--- src/hw/fci_map.vh ---
// Constants for the feeder command interface
`ifndef FCI_MAP_VH
`define FCI_MAP_VH
`define FCI_SLOT_W 8
`define FCI_NUM_SLOTS 8'h05
`define FCI_DIN_RELEASE 0
`define FCI_DIN_LIGHT 1
`define FCI_DIN_LOAD_LO 2
`define FCI_DIN_INT_LSB 5
`define FCI_DIN_INT_MSB 7
`define FCI_DISC_SLOTS 3
`define FCI_INT_STEPS 3'h7
`define FCI_FULL32 32'hffffffff
`define FCI_FREQ_MIN_W 6'h10
`define FCI_MODE_AUTO 1'b1
`define FCI_MODE_MANUAL 1'b0
`define FCI_RST_SLOT 8'h01
`endif

--- src/hw/fci_top.v ---
// Feeder command interface: command interpreter for fieldbus and discrete I/O
`timescale 1ns/1ns
`include "fci_map.vh"
module fci_top (
	// Clock and reset
	input wire CLK_SYS,
	input wire SYS_RST,
	// Interface selection
	input wire DISCRETE_SEL,
	input wire CONVEY_CAPABLE,
	// Fieldbus mapping flags
	input wire MODE_MAPPED,
	input wire RELEASE_MAPPED,
	input wire DIR_MAPPED,
	// Fieldbus commands
	input wire [7:0] FB_SLOT,
	input wire FB_RESTART,
	input wire FB_MODE_NZ,
	input wire FB_RELEASE,
	input wire FB_LIGHT,
	input wire [31:0] FB_INTENSITY,
	input wire [31:0] FB_DIRECTION,
	input wire [31:0] FB_FREQ,
	input wire [5:0] FB_INT_W,
	input wire [5:0] FB_FREQ_W,
	input wire FB_PARAM_WR,
	// Configuration tool
	input wire TOOL_CONNECTED,
	input wire TOOL_PARAM_WR,
	input wire TOOL_RELOAD,
	// Stored slot table
	input wire [7:0] SLOT_DEFINED,
	input wire [7:0] SLOT_SEPARATING,
	// Discrete inputs
	input wire [7:0] DIN,
	// Fieldbus feedback
	output reg [7:0] FB_SLOT_ACTIVE,
	output reg DIR_UNAVAILABLE,
	output reg MODE_AUTO,
	// Drive outputs
	output reg RESTART_PULSE,
	output reg LOAD_PULSE,
	output reg [7:0] ACTIVE_SLOT,
	output reg ACT_ENABLE,
	output reg [31:0] VERT_INTENSITY,
	output reg [31:0] HORIZ_INTENSITY,
	output reg [31:0] DIRECTION,
	output reg [15:0] FREQ_X10,
	output reg LIGHT_ON,
	output reg FB_PARAM_OK,
	output reg TOOL_PARAM_OK,
	output reg FREQ_W_BAD,
	// Discrete outputs mirror the inputs
	output reg [7:0] DOUT
);
	// Synchroniser and previous-sample stages
	reg [7:0] din_meta_reg;
	reg [7:0] din_sync_reg;
	reg [7:0] din_prev_reg;
	reg [7:0] fb_slot_prev_reg;
	reg restart_prev_reg;
	reg tool_prev_reg;
	reg release_auto_reg;
	// Combinational next values
	reg mode_next;
	reg release_auto_next;
	reg [7:0] slot_next;
	reg load_next;
	reg [31:0] int_full;
	reg [63:0] prod;
	reg [63:0] quot;
	reg [31:0] int_scaled;
	reg [31:0] fb_int_clamped;
	reg release_eff;
	reg [31:0] int_req;
	reg light_req;
	reg [31:0] vert_next;
	reg [31:0] horiz_next;
	reg act_next;
	reg light_next;
	reg [31:0] dir_next;
	reg freq_ok;
	// Decoded events
	wire fb_restart_fall;
	wire tool_drop;
	wire slot_changed;
	wire slot_ok;
	wire [2:0] int_code;
	wire [2:0] disc_load;
	wire mode_fb_ctrl;
	wire fb_wr_ok;
	wire tool_wr_ok;
	genvar gi;

	// Edges from the registered previous sample and the live input
	assign fb_restart_fall = restart_prev_reg & ~FB_RESTART;
	assign tool_drop = tool_prev_reg & ~TOOL_CONNECTED;
	assign slot_changed = FB_SLOT != fb_slot_prev_reg;
	assign int_code = din_sync_reg[`FCI_DIN_INT_MSB:`FCI_DIN_INT_LSB];
	// Table index masked to three bits; slots above five never load
	assign slot_ok = (FB_SLOT != 8'h00) && (FB_SLOT <= `FCI_NUM_SLOTS) &&
		SLOT_DEFINED[FB_SLOT[2:0]];
	// Fieldbus owns the mode only with no tool and a mapped command
	assign mode_fb_ctrl = !TOOL_CONNECTED && MODE_MAPPED &&
		!DISCRETE_SEL;
	assign fb_wr_ok = FB_PARAM_WR & MODE_AUTO;
	assign tool_wr_ok = TOOL_PARAM_WR & ~MODE_AUTO;

	// Rising edges on discrete load inputs, one per slot
	generate
		for (gi = 0; gi < `FCI_DISC_SLOTS; gi = gi + 1) begin : g_load
			assign disc_load[gi] = din_sync_reg[`FCI_DIN_LOAD_LO + gi] &
				~din_prev_reg[`FCI_DIN_LOAD_LO + gi];
		end
	endgenerate

	// Ownership mode; a restart outranks every other source
	always @* begin
		mode_next = MODE_AUTO;
		if (fb_restart_fall) begin
			mode_next = `FCI_MODE_AUTO;
		end else if (tool_drop) begin
			mode_next = `FCI_MODE_AUTO;
		end else if (mode_fb_ctrl) begin
			// Mapped command is a level; zero falls back to manual
			mode_next = FB_MODE_NZ;
		end
	end

	// Auto release latches on entry to automatic mode when unmapped
	// Trade-off: never revoked, so a later manual spell keeps it set
	always @* begin
		release_auto_next = release_auto_reg;
		if (!RELEASE_MAPPED && !MODE_AUTO && mode_next) begin
			release_auto_next = 1'b1;
		end
	end

	// Slot selection from discrete loads or a changed fieldbus number
	always @* begin
		slot_next = ACTIVE_SLOT;
		load_next = 1'b0;
		if (DISCRETE_SEL) begin
			if (disc_load[0] && SLOT_DEFINED[1]) begin
				slot_next = 8'h01;
				load_next = 1'b1;
			end else if (disc_load[1] && SLOT_DEFINED[2]) begin
				slot_next = 8'h02;
				load_next = 1'b1;
			end else if (disc_load[2] && SLOT_DEFINED[3]) begin
				slot_next = 8'h03;
				load_next = 1'b1;
			end
		end else if (slot_changed && slot_ok) begin
			slot_next = FB_SLOT;
			load_next = 1'b1;
		end
		// Reload keeps the slot and only repeats the load
		if (TOOL_RELOAD) begin
			load_next = 1'b1;
		end
	end

	// Full scale of the configured width; zero or above 32 means 32
	always @* begin
		if (FB_INT_W == 6'h00 || FB_INT_W > 6'h20) begin
			int_full = `FCI_FULL32;
		end else begin
			int_full = `FCI_FULL32 >> (6'h20 - FB_INT_W);
		end
	end

	// Discrete code in seven equal steps, truncated toward zero
	always @* begin
		prod = {32'h0, int_full} * {61'h0, int_code};
		quot = prod / 64'h7;
		int_scaled = quot[31:0];
		if (int_scaled > int_full) begin
			int_scaled = int_full;
		end
	end

	// Raw fieldbus intensity clamped to the width's full scale
	always @* begin
		if (FB_INTENSITY > int_full) begin
			fb_int_clamped = int_full;
		end else begin
			fb_int_clamped = FB_INTENSITY;
		end
	end

	// Release, intensity and light requests for the next cycle
	always @* begin
		if (DISCRETE_SEL) begin
			release_eff = din_sync_reg[`FCI_DIN_RELEASE];
			int_req = int_scaled;
			light_req = din_sync_reg[`FCI_DIN_LIGHT];
		end else begin
			release_eff = RELEASE_MAPPED ? FB_RELEASE :
				release_auto_reg;
			int_req = fb_int_clamped;
			light_req = FB_LIGHT;
		end
		light_next = light_req & release_eff;
		act_next = 1'b0;
		vert_next = 32'h0;
		horiz_next = 32'h0;
		if (release_eff && int_req != 32'h0) begin
			act_next = 1'b1;
			vert_next = int_req;
			horiz_next = int_req;
			if (SLOT_SEPARATING[slot_next[2:0]] || !CONVEY_CAPABLE) begin
				horiz_next = 32'h0;
			end
		end
	end

	// Direction only on conveying parts driven from the fieldbus
	always @* begin
		if (CONVEY_CAPABLE && !DISCRETE_SEL) begin
			dir_next = FB_DIRECTION;
		end else begin
			dir_next = 32'h0;
		end
		freq_ok = fb_wr_ok && FB_FREQ_W >= `FCI_FREQ_MIN_W;
	end

	// Synchroniser and previous samples for edge detection
	always @(posedge CLK_SYS) begin
		if (SYS_RST) begin
			din_meta_reg <= 8'h00;
			din_sync_reg <= 8'h00;
			din_prev_reg <= 8'h00;
			fb_slot_prev_reg <= 8'h00;
			restart_prev_reg <= 1'b0;
			tool_prev_reg <= 1'b0;
		end else begin
			din_meta_reg <= DIN;
			din_sync_reg <= din_meta_reg;
			din_prev_reg <= din_sync_reg;
			fb_slot_prev_reg <= FB_SLOT;
			restart_prev_reg <= FB_RESTART;
			tool_prev_reg <= TOOL_CONNECTED;
		end
	end

	// Restart pulse and ownership mode; reset counts as a restart
	always @(posedge CLK_SYS) begin
		if (SYS_RST) begin
			RESTART_PULSE <= 1'b0;
			MODE_AUTO <= `FCI_MODE_AUTO;
			release_auto_reg <= 1'b0;
		end else begin
			RESTART_PULSE <= fb_restart_fall;
			MODE_AUTO <= mode_next;
			release_auto_reg <= release_auto_next;
		end
	end

	// Slot selection and load feedback
	always @(posedge CLK_SYS) begin
		if (SYS_RST) begin
			LOAD_PULSE <= 1'b0;
			ACTIVE_SLOT <= `FCI_RST_SLOT;
			FB_SLOT_ACTIVE <= 8'h00;
		end else begin
			LOAD_PULSE <= load_next;
			ACTIVE_SLOT <= slot_next;
			if (load_next) begin
				FB_SLOT_ACTIVE <= slot_next;
			end
		end
	end

	// Parameter ownership gates and frequency
	always @(posedge CLK_SYS) begin
		if (SYS_RST) begin
			FB_PARAM_OK <= 1'b0;
			TOOL_PARAM_OK <= 1'b0;
			FREQ_W_BAD <= 1'b0;
			FREQ_X10 <= 16'h0;
		end else begin
			FB_PARAM_OK <= fb_wr_ok;
			TOOL_PARAM_OK <= tool_wr_ok;
			// Tenths of hertz need 16 bits or more
			FREQ_W_BAD <= FB_FREQ_W < `FCI_FREQ_MIN_W;
			if (freq_ok) begin
				FREQ_X10 <= FB_FREQ[15:0];
			end
		end
	end

	// Power outputs and light gated by the release; direction, flags and DOUT are not
	always @(posedge CLK_SYS) begin
		if (SYS_RST) begin
			ACT_ENABLE <= 1'b0;
			VERT_INTENSITY <= 32'h0;
			HORIZ_INTENSITY <= 32'h0;
			DIRECTION <= 32'h0;
			LIGHT_ON <= 1'b0;
			DIR_UNAVAILABLE <= 1'b0;
			DOUT <= 8'h00;
		end else begin
			ACT_ENABLE <= act_next;
			VERT_INTENSITY <= vert_next;
			HORIZ_INTENSITY <= horiz_next;
			DIRECTION <= dir_next;
			LIGHT_ON <= light_next;
			DIR_UNAVAILABLE <= DIR_MAPPED & ~CONVEY_CAPABLE;
			DOUT <= din_sync_reg;
		end
	end
endmodule // fci_top

--- config.mk ---
export PLATFORM = sky130hd
export DESIGN_NAME = fci_top
export DESIGN_NICKNAME = d
export VERILOG_FILES = /design/src/hw/fci_top.v
export VERILOG_INCLUDE_DIRS = /design/src /design/src/hw
export SDC_FILE = /design/constraint.sdc
export NUM_CORES = 1
export LEC_CHECK = 0
export ABC_AREA = 1
export ABC_CLOCK_PERIOD_IN_PS = 23800
export BUFFER_PORTS_ARGS = -buffer_cell sky130_fd_sc_hd__buf_2
export CAP_MARGIN = 20
export CELL_PAD_IN_SITES_DETAIL_PLACEMENT = 1
export CELL_PAD_IN_SITES_GLOBAL_PLACEMENT = 1
export CORE_MARGIN = 4
export CORE_UTILIZATION = 30
export DETAILED_ROUTE_END_ITERATION = 12
export GPL_ROUTABILITY_DRIVEN = 0
export PLACE_DENSITY = 0.71
export REMOVE_ABC_BUFFERS = 1
export SYNTH_ARGS = -nofsm -noshare
export SYNTH_HDL_FRONTEND = slang
export SYNTH_SLANG_ARGS = --single-unit
--- constraint.sdc ---
create_clock -name CLK_SYS -period 23.8 [get_ports CLK_SYS]
set_input_delay 4.76 -clock CLK_SYS [delete_from_list [all_inputs] [get_ports CLK_SYS]]
set_output_delay 4.76 -clock CLK_SYS [all_outputs]
set_load 0.02 [all_outputs]
==> results of run 1 <==
[synthesized netlist by cell type, drive strengths merged, types with 3 or more instances]
| cell | n |
|---|---|
| a211oi | 6 |
| a21boi | 5 |
| a21oi | 125 |
| a2bb2oi | 6 |
| a31oi | 4 |
| and3 | 6 |
| buf | 12 |
| clkbuf | 40 |
| clkinv | 7 |
| dfxtp | 172 |
| fa | 31 |
| ha | 103 |
| inv | 331 |
| mux2i | 3 |
| nand2 | 516 |
| nand3 | 88 |
| nand4 | 35 |
| nor2 | 332 |
| nor3 | 11 |
| nor4 | 8 |
| o211ai | 21 |
| o21a | 7 |
| o21ai | 105 |
| o21bai | 15 |
| o221ai | 3 |
| or2 | 6 |
| xnor2 | 15 |
| xor2 | 34 |
[through the flow]
stage | power (mW) | std cells | hold slack, ps | cell area [µm²] | utilization
finish | 2.27 | 3107 | 411 | 18500 | 0.417
global route | 2.46 | 3104 | 433 | 18500 | 0.417
CTS | 2.03 | 3046 | 408 | 17000 | 0.384
detailed placement | 1.74 | 3014 | 403 | 16400 | 0.369
global placement | 1.68 | 3014 | 391 | 16400 | 0.369
floorplan | 1.16 | 2018 | 388 | 13300 | -
[per-layer routing]
metal | wire [µm] | track usage | up-vias
met1 | 22900 | 0.255 | 7417
met3 | 2690 | 0.0338 | 71
met5 | 0 | 0 | -
met4 | 1130 | 0.0548 | 0
li1 | - | - | 7423
met2 | 28100 | 0.363 | 340
[cell usage in the layout (no fill, tap or decap), types with 11 or more instances in the layout]
cell type and count:
xnor2_1 14, nand2_1 408, a21oi_2 27, o21ai_0 83
nand2_2 80, nand4_1 28, inv_1 304, buf_4 165
nand3_1 60, o211ai_1 20, nor2_2 20, xor2_1 29
nand2_4 27, fa_1 30, nor2_1 305, dfxtp_1 172
ha_1 94, o21ai_2 13, buf_2 276, clkbuf_16 22
nand3_2 25, o21bai_1 11, inv_2 28, a21oi_1 92
[critical path: cells and delay by family]
| family | cells | cell delay (ps) |
|---|---|---|
| buf+inv | 21 | 2180 |
| compound gates | 20 | 2970 |
| fa+ha+maj | 6 | 1610 |
| xor+xnor | 2 | 490 |
| simple gates | 98 | 11070 |
[final timing paths]
check / slack, ps / cells after the start / to / startpoint
worst max-delay path: 1000 / 147 / HORIZ_INTENSITY[14]$_SDFF_PP0_ / FB_INT_W[0]
worst min-delay path: 410 / 2 / din_sync_reg[6]$_SDFF_PP0_ / din_meta_reg[6]$_SDFF_PP0_
worst max register to register: 5730 / 134 / HORIZ_INTENSITY[14]$_SDFF_PP0_ / din_sync_reg[5]$_SDFF_PP0_
worst min register to register: 410 / 2 / din_sync_reg[6]$_SDFF_PP0_ / din_meta_reg[6]$_SDFF_PP0_
[final cells by class]
class | instances | share of cell area
sequential | 172 | 0.186
timing repair buffer | 457 | 0.158
clock buffer | 17 | 0.0230
timing repair inverter | 1 | 0.000271
antenna | 7 | 0.000948
clock inverter | 15 | 0.00969
inverter | 338 | 0.0694
multi-input combinational | 1508 | 0.512
tap | 592 | 0.0401
[repair_timing]
item | in CTS | in global routing
hold buffers | 0 | 0
setup endpoints to repair | 61 | 65
pin swaps | 0 | 75
gates resized for setup | 4 | 240
gates cloned | 0 | 7
endpoints found under the hold margin | 0 | 0
setup buffers | 0 | 47
[cells by family (layout without fill, tap and decap cells)]
kind of cell    count (synthesis)  after routing
mux                             3              3
flops                         172            172
other cells                     0              7
compound gates                313            313
fa+ha+maj                     134            134
buf+inv                       390            828
simple gates                 1009           1009
xor+xnor                       49             49
[power groups by stage]
stage               combinational (mW)  sequential [mW]  clock [mW]
floorplan                        0.790            0.370           0
global placement                  1.35            0.334           0
detailed placement                1.41            0.335           0
CTS                               1.42            0.329       0.290
global route                      1.82            0.332       0.305
finish                            1.65            0.329       0.286
==> impl_metrics.ini, run 1 <==
[run_status]
outcome = finished clean

[logic_synthesis]
yosys.area.top_type = dfxtp_1
ys_warn_count = 0
syn-cell-area_mm2 = 0.0135
synth_compound_area_frac = 0.135
synth_top_family_by_area = simple AND/OR/NAND/NOR gates
ys_types = 60
muxShareOfSynthArea = 0.00222
synth-main-ff-cell = dfxtp_1
synthArstFlopShare = 0
yosysTopAreaCellShare = 0.255
synth-seq-cells = 172
ys_seq_area_frac = 0.255
synth_fa_ha_area_frac = 0.141
avgSynthCellArea_um2 = 6.52
synthSimpleGateAreaFrac = 0.323
synth_enable_flop_cells = 0
postSynthCellCount = 2070
synth.area.top_cells = dfxtp_1, nand2_1, ha_1
yosys.area_share.xor_xnor = 0.0318

[drt]
finalWirelength_mm = 54.9
dr.pass1.iters = 5
remaining_drc_errors = 0
vias = 15300
drt_iter0_markers = 866
ant_nets = 0
vias_per_cell = 4.91
wl_per_cell_um = 17.7

[sta]
drv_slew = 0
setup_viol = 0
slew_headroom = 0.312
post-route-min-period_ps = 22800
max_freq_ghz = 0.0439
fin_ws_ps = 1000
worst_pin_slew_ps = 1030
fin_crit_sh = 0.958
setup-tns-final_ps = 0
finalHoldViolCount = 0
finalClockSkew_ps = 7.04

[pwr]
switching_share = 0.490
comb_power_share = 0.729
p_clk_frac = 0.126
power.density_mw_per_mm2 = 123
power.switching_mw = 1.11
p_seq_frac = 0.145
internal_power_mw = 1.16
ir_worst_vdd_uv = 85.3
power.leakage_nw = 9.85

[worst_setup_path]
cp_data_required_time_ps = 24130
crit_path_start_kind = primary input
cp_max_fo = 9
crit_path_frequent_cell = nand2_2
worstSetupPathType = in -> reg
crit_arrival_ps = 23120
critPathMaxStageDelay_ps = 550
crit_path_end_kind = flop
critPathSlowestCell = fa_1

[global_route]
gr-total-overflow = 0
antenna_found_initial = 4
track_usage = 0.204
grt_pass1_wl_mm = 79.0
grt_pass1_vias = 14800
grt_max_degree = 50

[place]
dp_hpwl_mm = 43.0
dpl_worst_slack_ps = -483
io_buffers = 276

[clock_tree]
clockRootBuffer = clkbuf_16
clk_pin_slew_ps = 80
cts_tree = done
clock_path_buffers = 2
clkLatencyLatePin_ps = 440
cts_buffers = 17
clkSinkCount = 172
htreeDepth = 4

[floorplanning]
die-area_mm2 = 0.0485
start_util = 0.305
fp.dieH_um = 220
dieWidth_um = 220
io_pins = 300
coreArea_mm2 = 0.0443
std_cell_rows = 77

[finish]
drive_above_1_share = 0.310
top_regs = DIRECTION x32, HORIZ_INTENSITY x32, VERT_INTENSITY x32
multiInputGateArea_mm2 = 0.00946
seqCellArea_mm2 = 0.00344
final_nets = 2784
fill_cells = 5795
area_growth_pct = 36.8

[worst_hold_path]
min_path_type = reg -> reg

[flow_run]
maxCapViolations = 0
Power figures use the tool's default switching activity.
==> inputs of run 2 (changes only) <==
- ABC_AREA: 1 -> 0
- PLACE_DENSITY: 0.71 -> 0.67
==> impl_metrics.ini, run 2 <==
[logic_synthesis]
synth_enable_flop_cells = 0
ys_seq_area_frac = 0.216
postSynthCellCount = 2085
synth-main-ff-cell = dfxtp_1
yosys.area.top_type = dfxtp_1
ys_types = 128
synthArstFlopShare = 0
syn-cell-area_mm2 = 0.0159
avgSynthCellArea_um2 = 7.65
ys_warn_count = 0
yosysTopAreaCellShare = 0.216
ys_top_cells_by_count = nand2_1, nor2_1, dfxtp_1, a21oi_1, o21ai_0
synth.area.top_cells = dfxtp_1, ha_1, nand2_1
synth-seq-cells = 172
yosysMostFrequentCell = nand2_1

[sta]
max_freq_ghz = 0.0416
finalHoldViolCount = 0
worst_pin_slew_ps = 1250
fin_ws_ps = -244
drv_slew = 0
post-route-min-period_ps = 24040
setup-tns-final_ps = -244
rsz0062_at_grt = true
whs_ps = 439
slew_headroom = 0.162
fin_crit_sh = 1.01
setup_viol = 1
finalClockSkew_ps = 17.0

[pwr]
ir_worst_vdd_uv = 102
power.density_mw_per_mm2 = 139
p_total_mw = 3.45
power.leakage_nw = 11.4

[place]
post-place-cells = 3451
placed_cell_area_mm2 = 0.0215
dp_hpwl_mm = 55.2
io_buffers = 276

[worst_setup_path]
cp_max_fo = 8
crit_path_end_kind = flop
critPathSlowestCell = fa_1
cp_data_required_time_ps = 24110
worstSetupPathType = in -> reg
crit_path_start_kind = primary input
crit_path_frequent_cell = buf_4
critPathMaxStageDelay_ps = 620
crit_arrival_ps = 24350

[run_status]
violations = negative setup slack
outcome = finished with violations

[flow_run]
maxCapViolations = 0

[drt]
wl_per_cell_um = 20.6
remaining_drc_errors = 0
vias = 19200
vias_per_cell = 5.37
drt_iter0_markers = 1026
finalWirelength_mm = 73.7
dr.pass1.iters = 7
ant_nets = 0

[clock_tree]
htreeDepth = 4
cts_tree = done
clock_path_buffers = 2
holdBufCountCts = 0
clockRootBuffer = clkbuf_16
clk_pin_slew_ps = 70
clkSinkCount = 172
cts_buffers = 17
clkLatencyLatePin_ps = 450

[finish]
final_cell_area_mm2 = 0.0249
final_cell_mix = buf_4, buf_2, nand2_1
drive_above_1_share = 0.435
top_regs = DIRECTION x32, HORIZ_INTENSITY x32, VERT_INTENSITY x32
final_common_cell = buf_4
fin_cells = 3577
final_nets = 3163
area_growth_pct = 56.1

[global_route]
track_usage = 0.229
grt_pass1_vias = 19700
grt_pass1_wl_mm = 107
grt_max_degree = 70
gr-total-overflow = 0
antenna_found_initial = 2

[floorplanning]
io_pins = 300
coreArea_mm2 = 0.0526
dieWidth_um = 239
fp.dieH_um = 239
die-area_mm2 = 0.0569
start_util = 0.303
std_cell_rows = 84

[worst_hold_path]
min_path_type = reg -> reg
run 2: critical path, delay by kind of cell:
kind,cells,cell delay (ps)
AOI/OAI and AO/OA,35,7110
muxes,1,250
xor gates and xnor gates,1,120
adders and majority gates,5,1470
buffers and inverters,21,3160
and+or+nand+nor,40,7410
run 2: cells by family (layout without fill, tap and decap cells):
logic type | after synthesis | count (layout) | share of synthesized area
simple gates | 822 | 822 | 0.256
compound gates | 612 | 613 | 0.270
buf+inv | 198 | 999 | 0.0494
flops | 172 | 172 | 0.216
fa+ha+maj | 142 | 142 | 0.125
xor+xnor | 76 | 76 | 0.0417
mux | 63 | 63 | 0.0413
other cells | 0 | 2 | 0
run 2: through the flow:
stage,setup WS (ps),utilization
after global placement,-912,0.410
after global routing,-973,0.474
final,-244,0.474
after detailed placement,-1550,0.410
after floorplan,-660,-
after CTS,-4.03,0.444
run 2: worst paths after layout:
| check | depth (start not counted) | end | slack [ps] | from |
|---|---|---|---|---|
| setup / recovery | 103 | ACT_ENABLE$_SDFF_PP0_ | -240 | FB_INT_W[1] |
| hold / removal | 1 | din_sync_reg[7]$_SDFF_PP0_ | 440 | din_meta_reg[7]$_SDFF_PP0_ |
| setup reg to reg | 95 | ACT_ENABLE$_SDFF_PP0_ | 4780 | din_sync_reg[5]$_SDFF_PP0_ |
| hold reg to reg | 1 | din_sync_reg[7]$_SDFF_PP0_ | 440 | din_meta_reg[7]$_SDFF_PP0_ |
run 2: cell type report:
cell class                      count  area [µm²]
Fill cell                        6391       27700
Multi-Input combinational cell   1716       13700
Timing Repair Buffer              858        5860
Sequential cell                   172        3440
Tap cell                          688         861
Clock buffer                       17         425
Inverter                          109         417
Clock inverter                     15         198
Antenna cell                        2        5.00
run 2: layer usage:
layer	part of all wire	vias to the layer above	global-route usage
met1	0.42	9558	0.295
met3	0.035	130	0.0286
met2	0.51	414	0.409
li1	-	9114	-
met4	0.032	0	0.0565
met5	0	-	0
run 2: timing repair:
action / CTS / global route
pin swaps: 82 / 160
buffers inserted: 35 / 56
gates resized for setup: 174 / 241
endpoints found under the setup margin: 11 / 43
gates cloned: 1 / 0
run 2: power breakdown:
group | leakage (nW) | switching [mW] | internal [mW] | total, mW
Clock | 0.302 | 0.134 | 0.161 | 0.295
Sequential | 1.40 | 0.00435 | 0.300 | 0.305
Combinational | 9.72 | 1.48 | 1.37 | 2.85
Total | 11.4 | 1.62 | 1.83 | 3.45
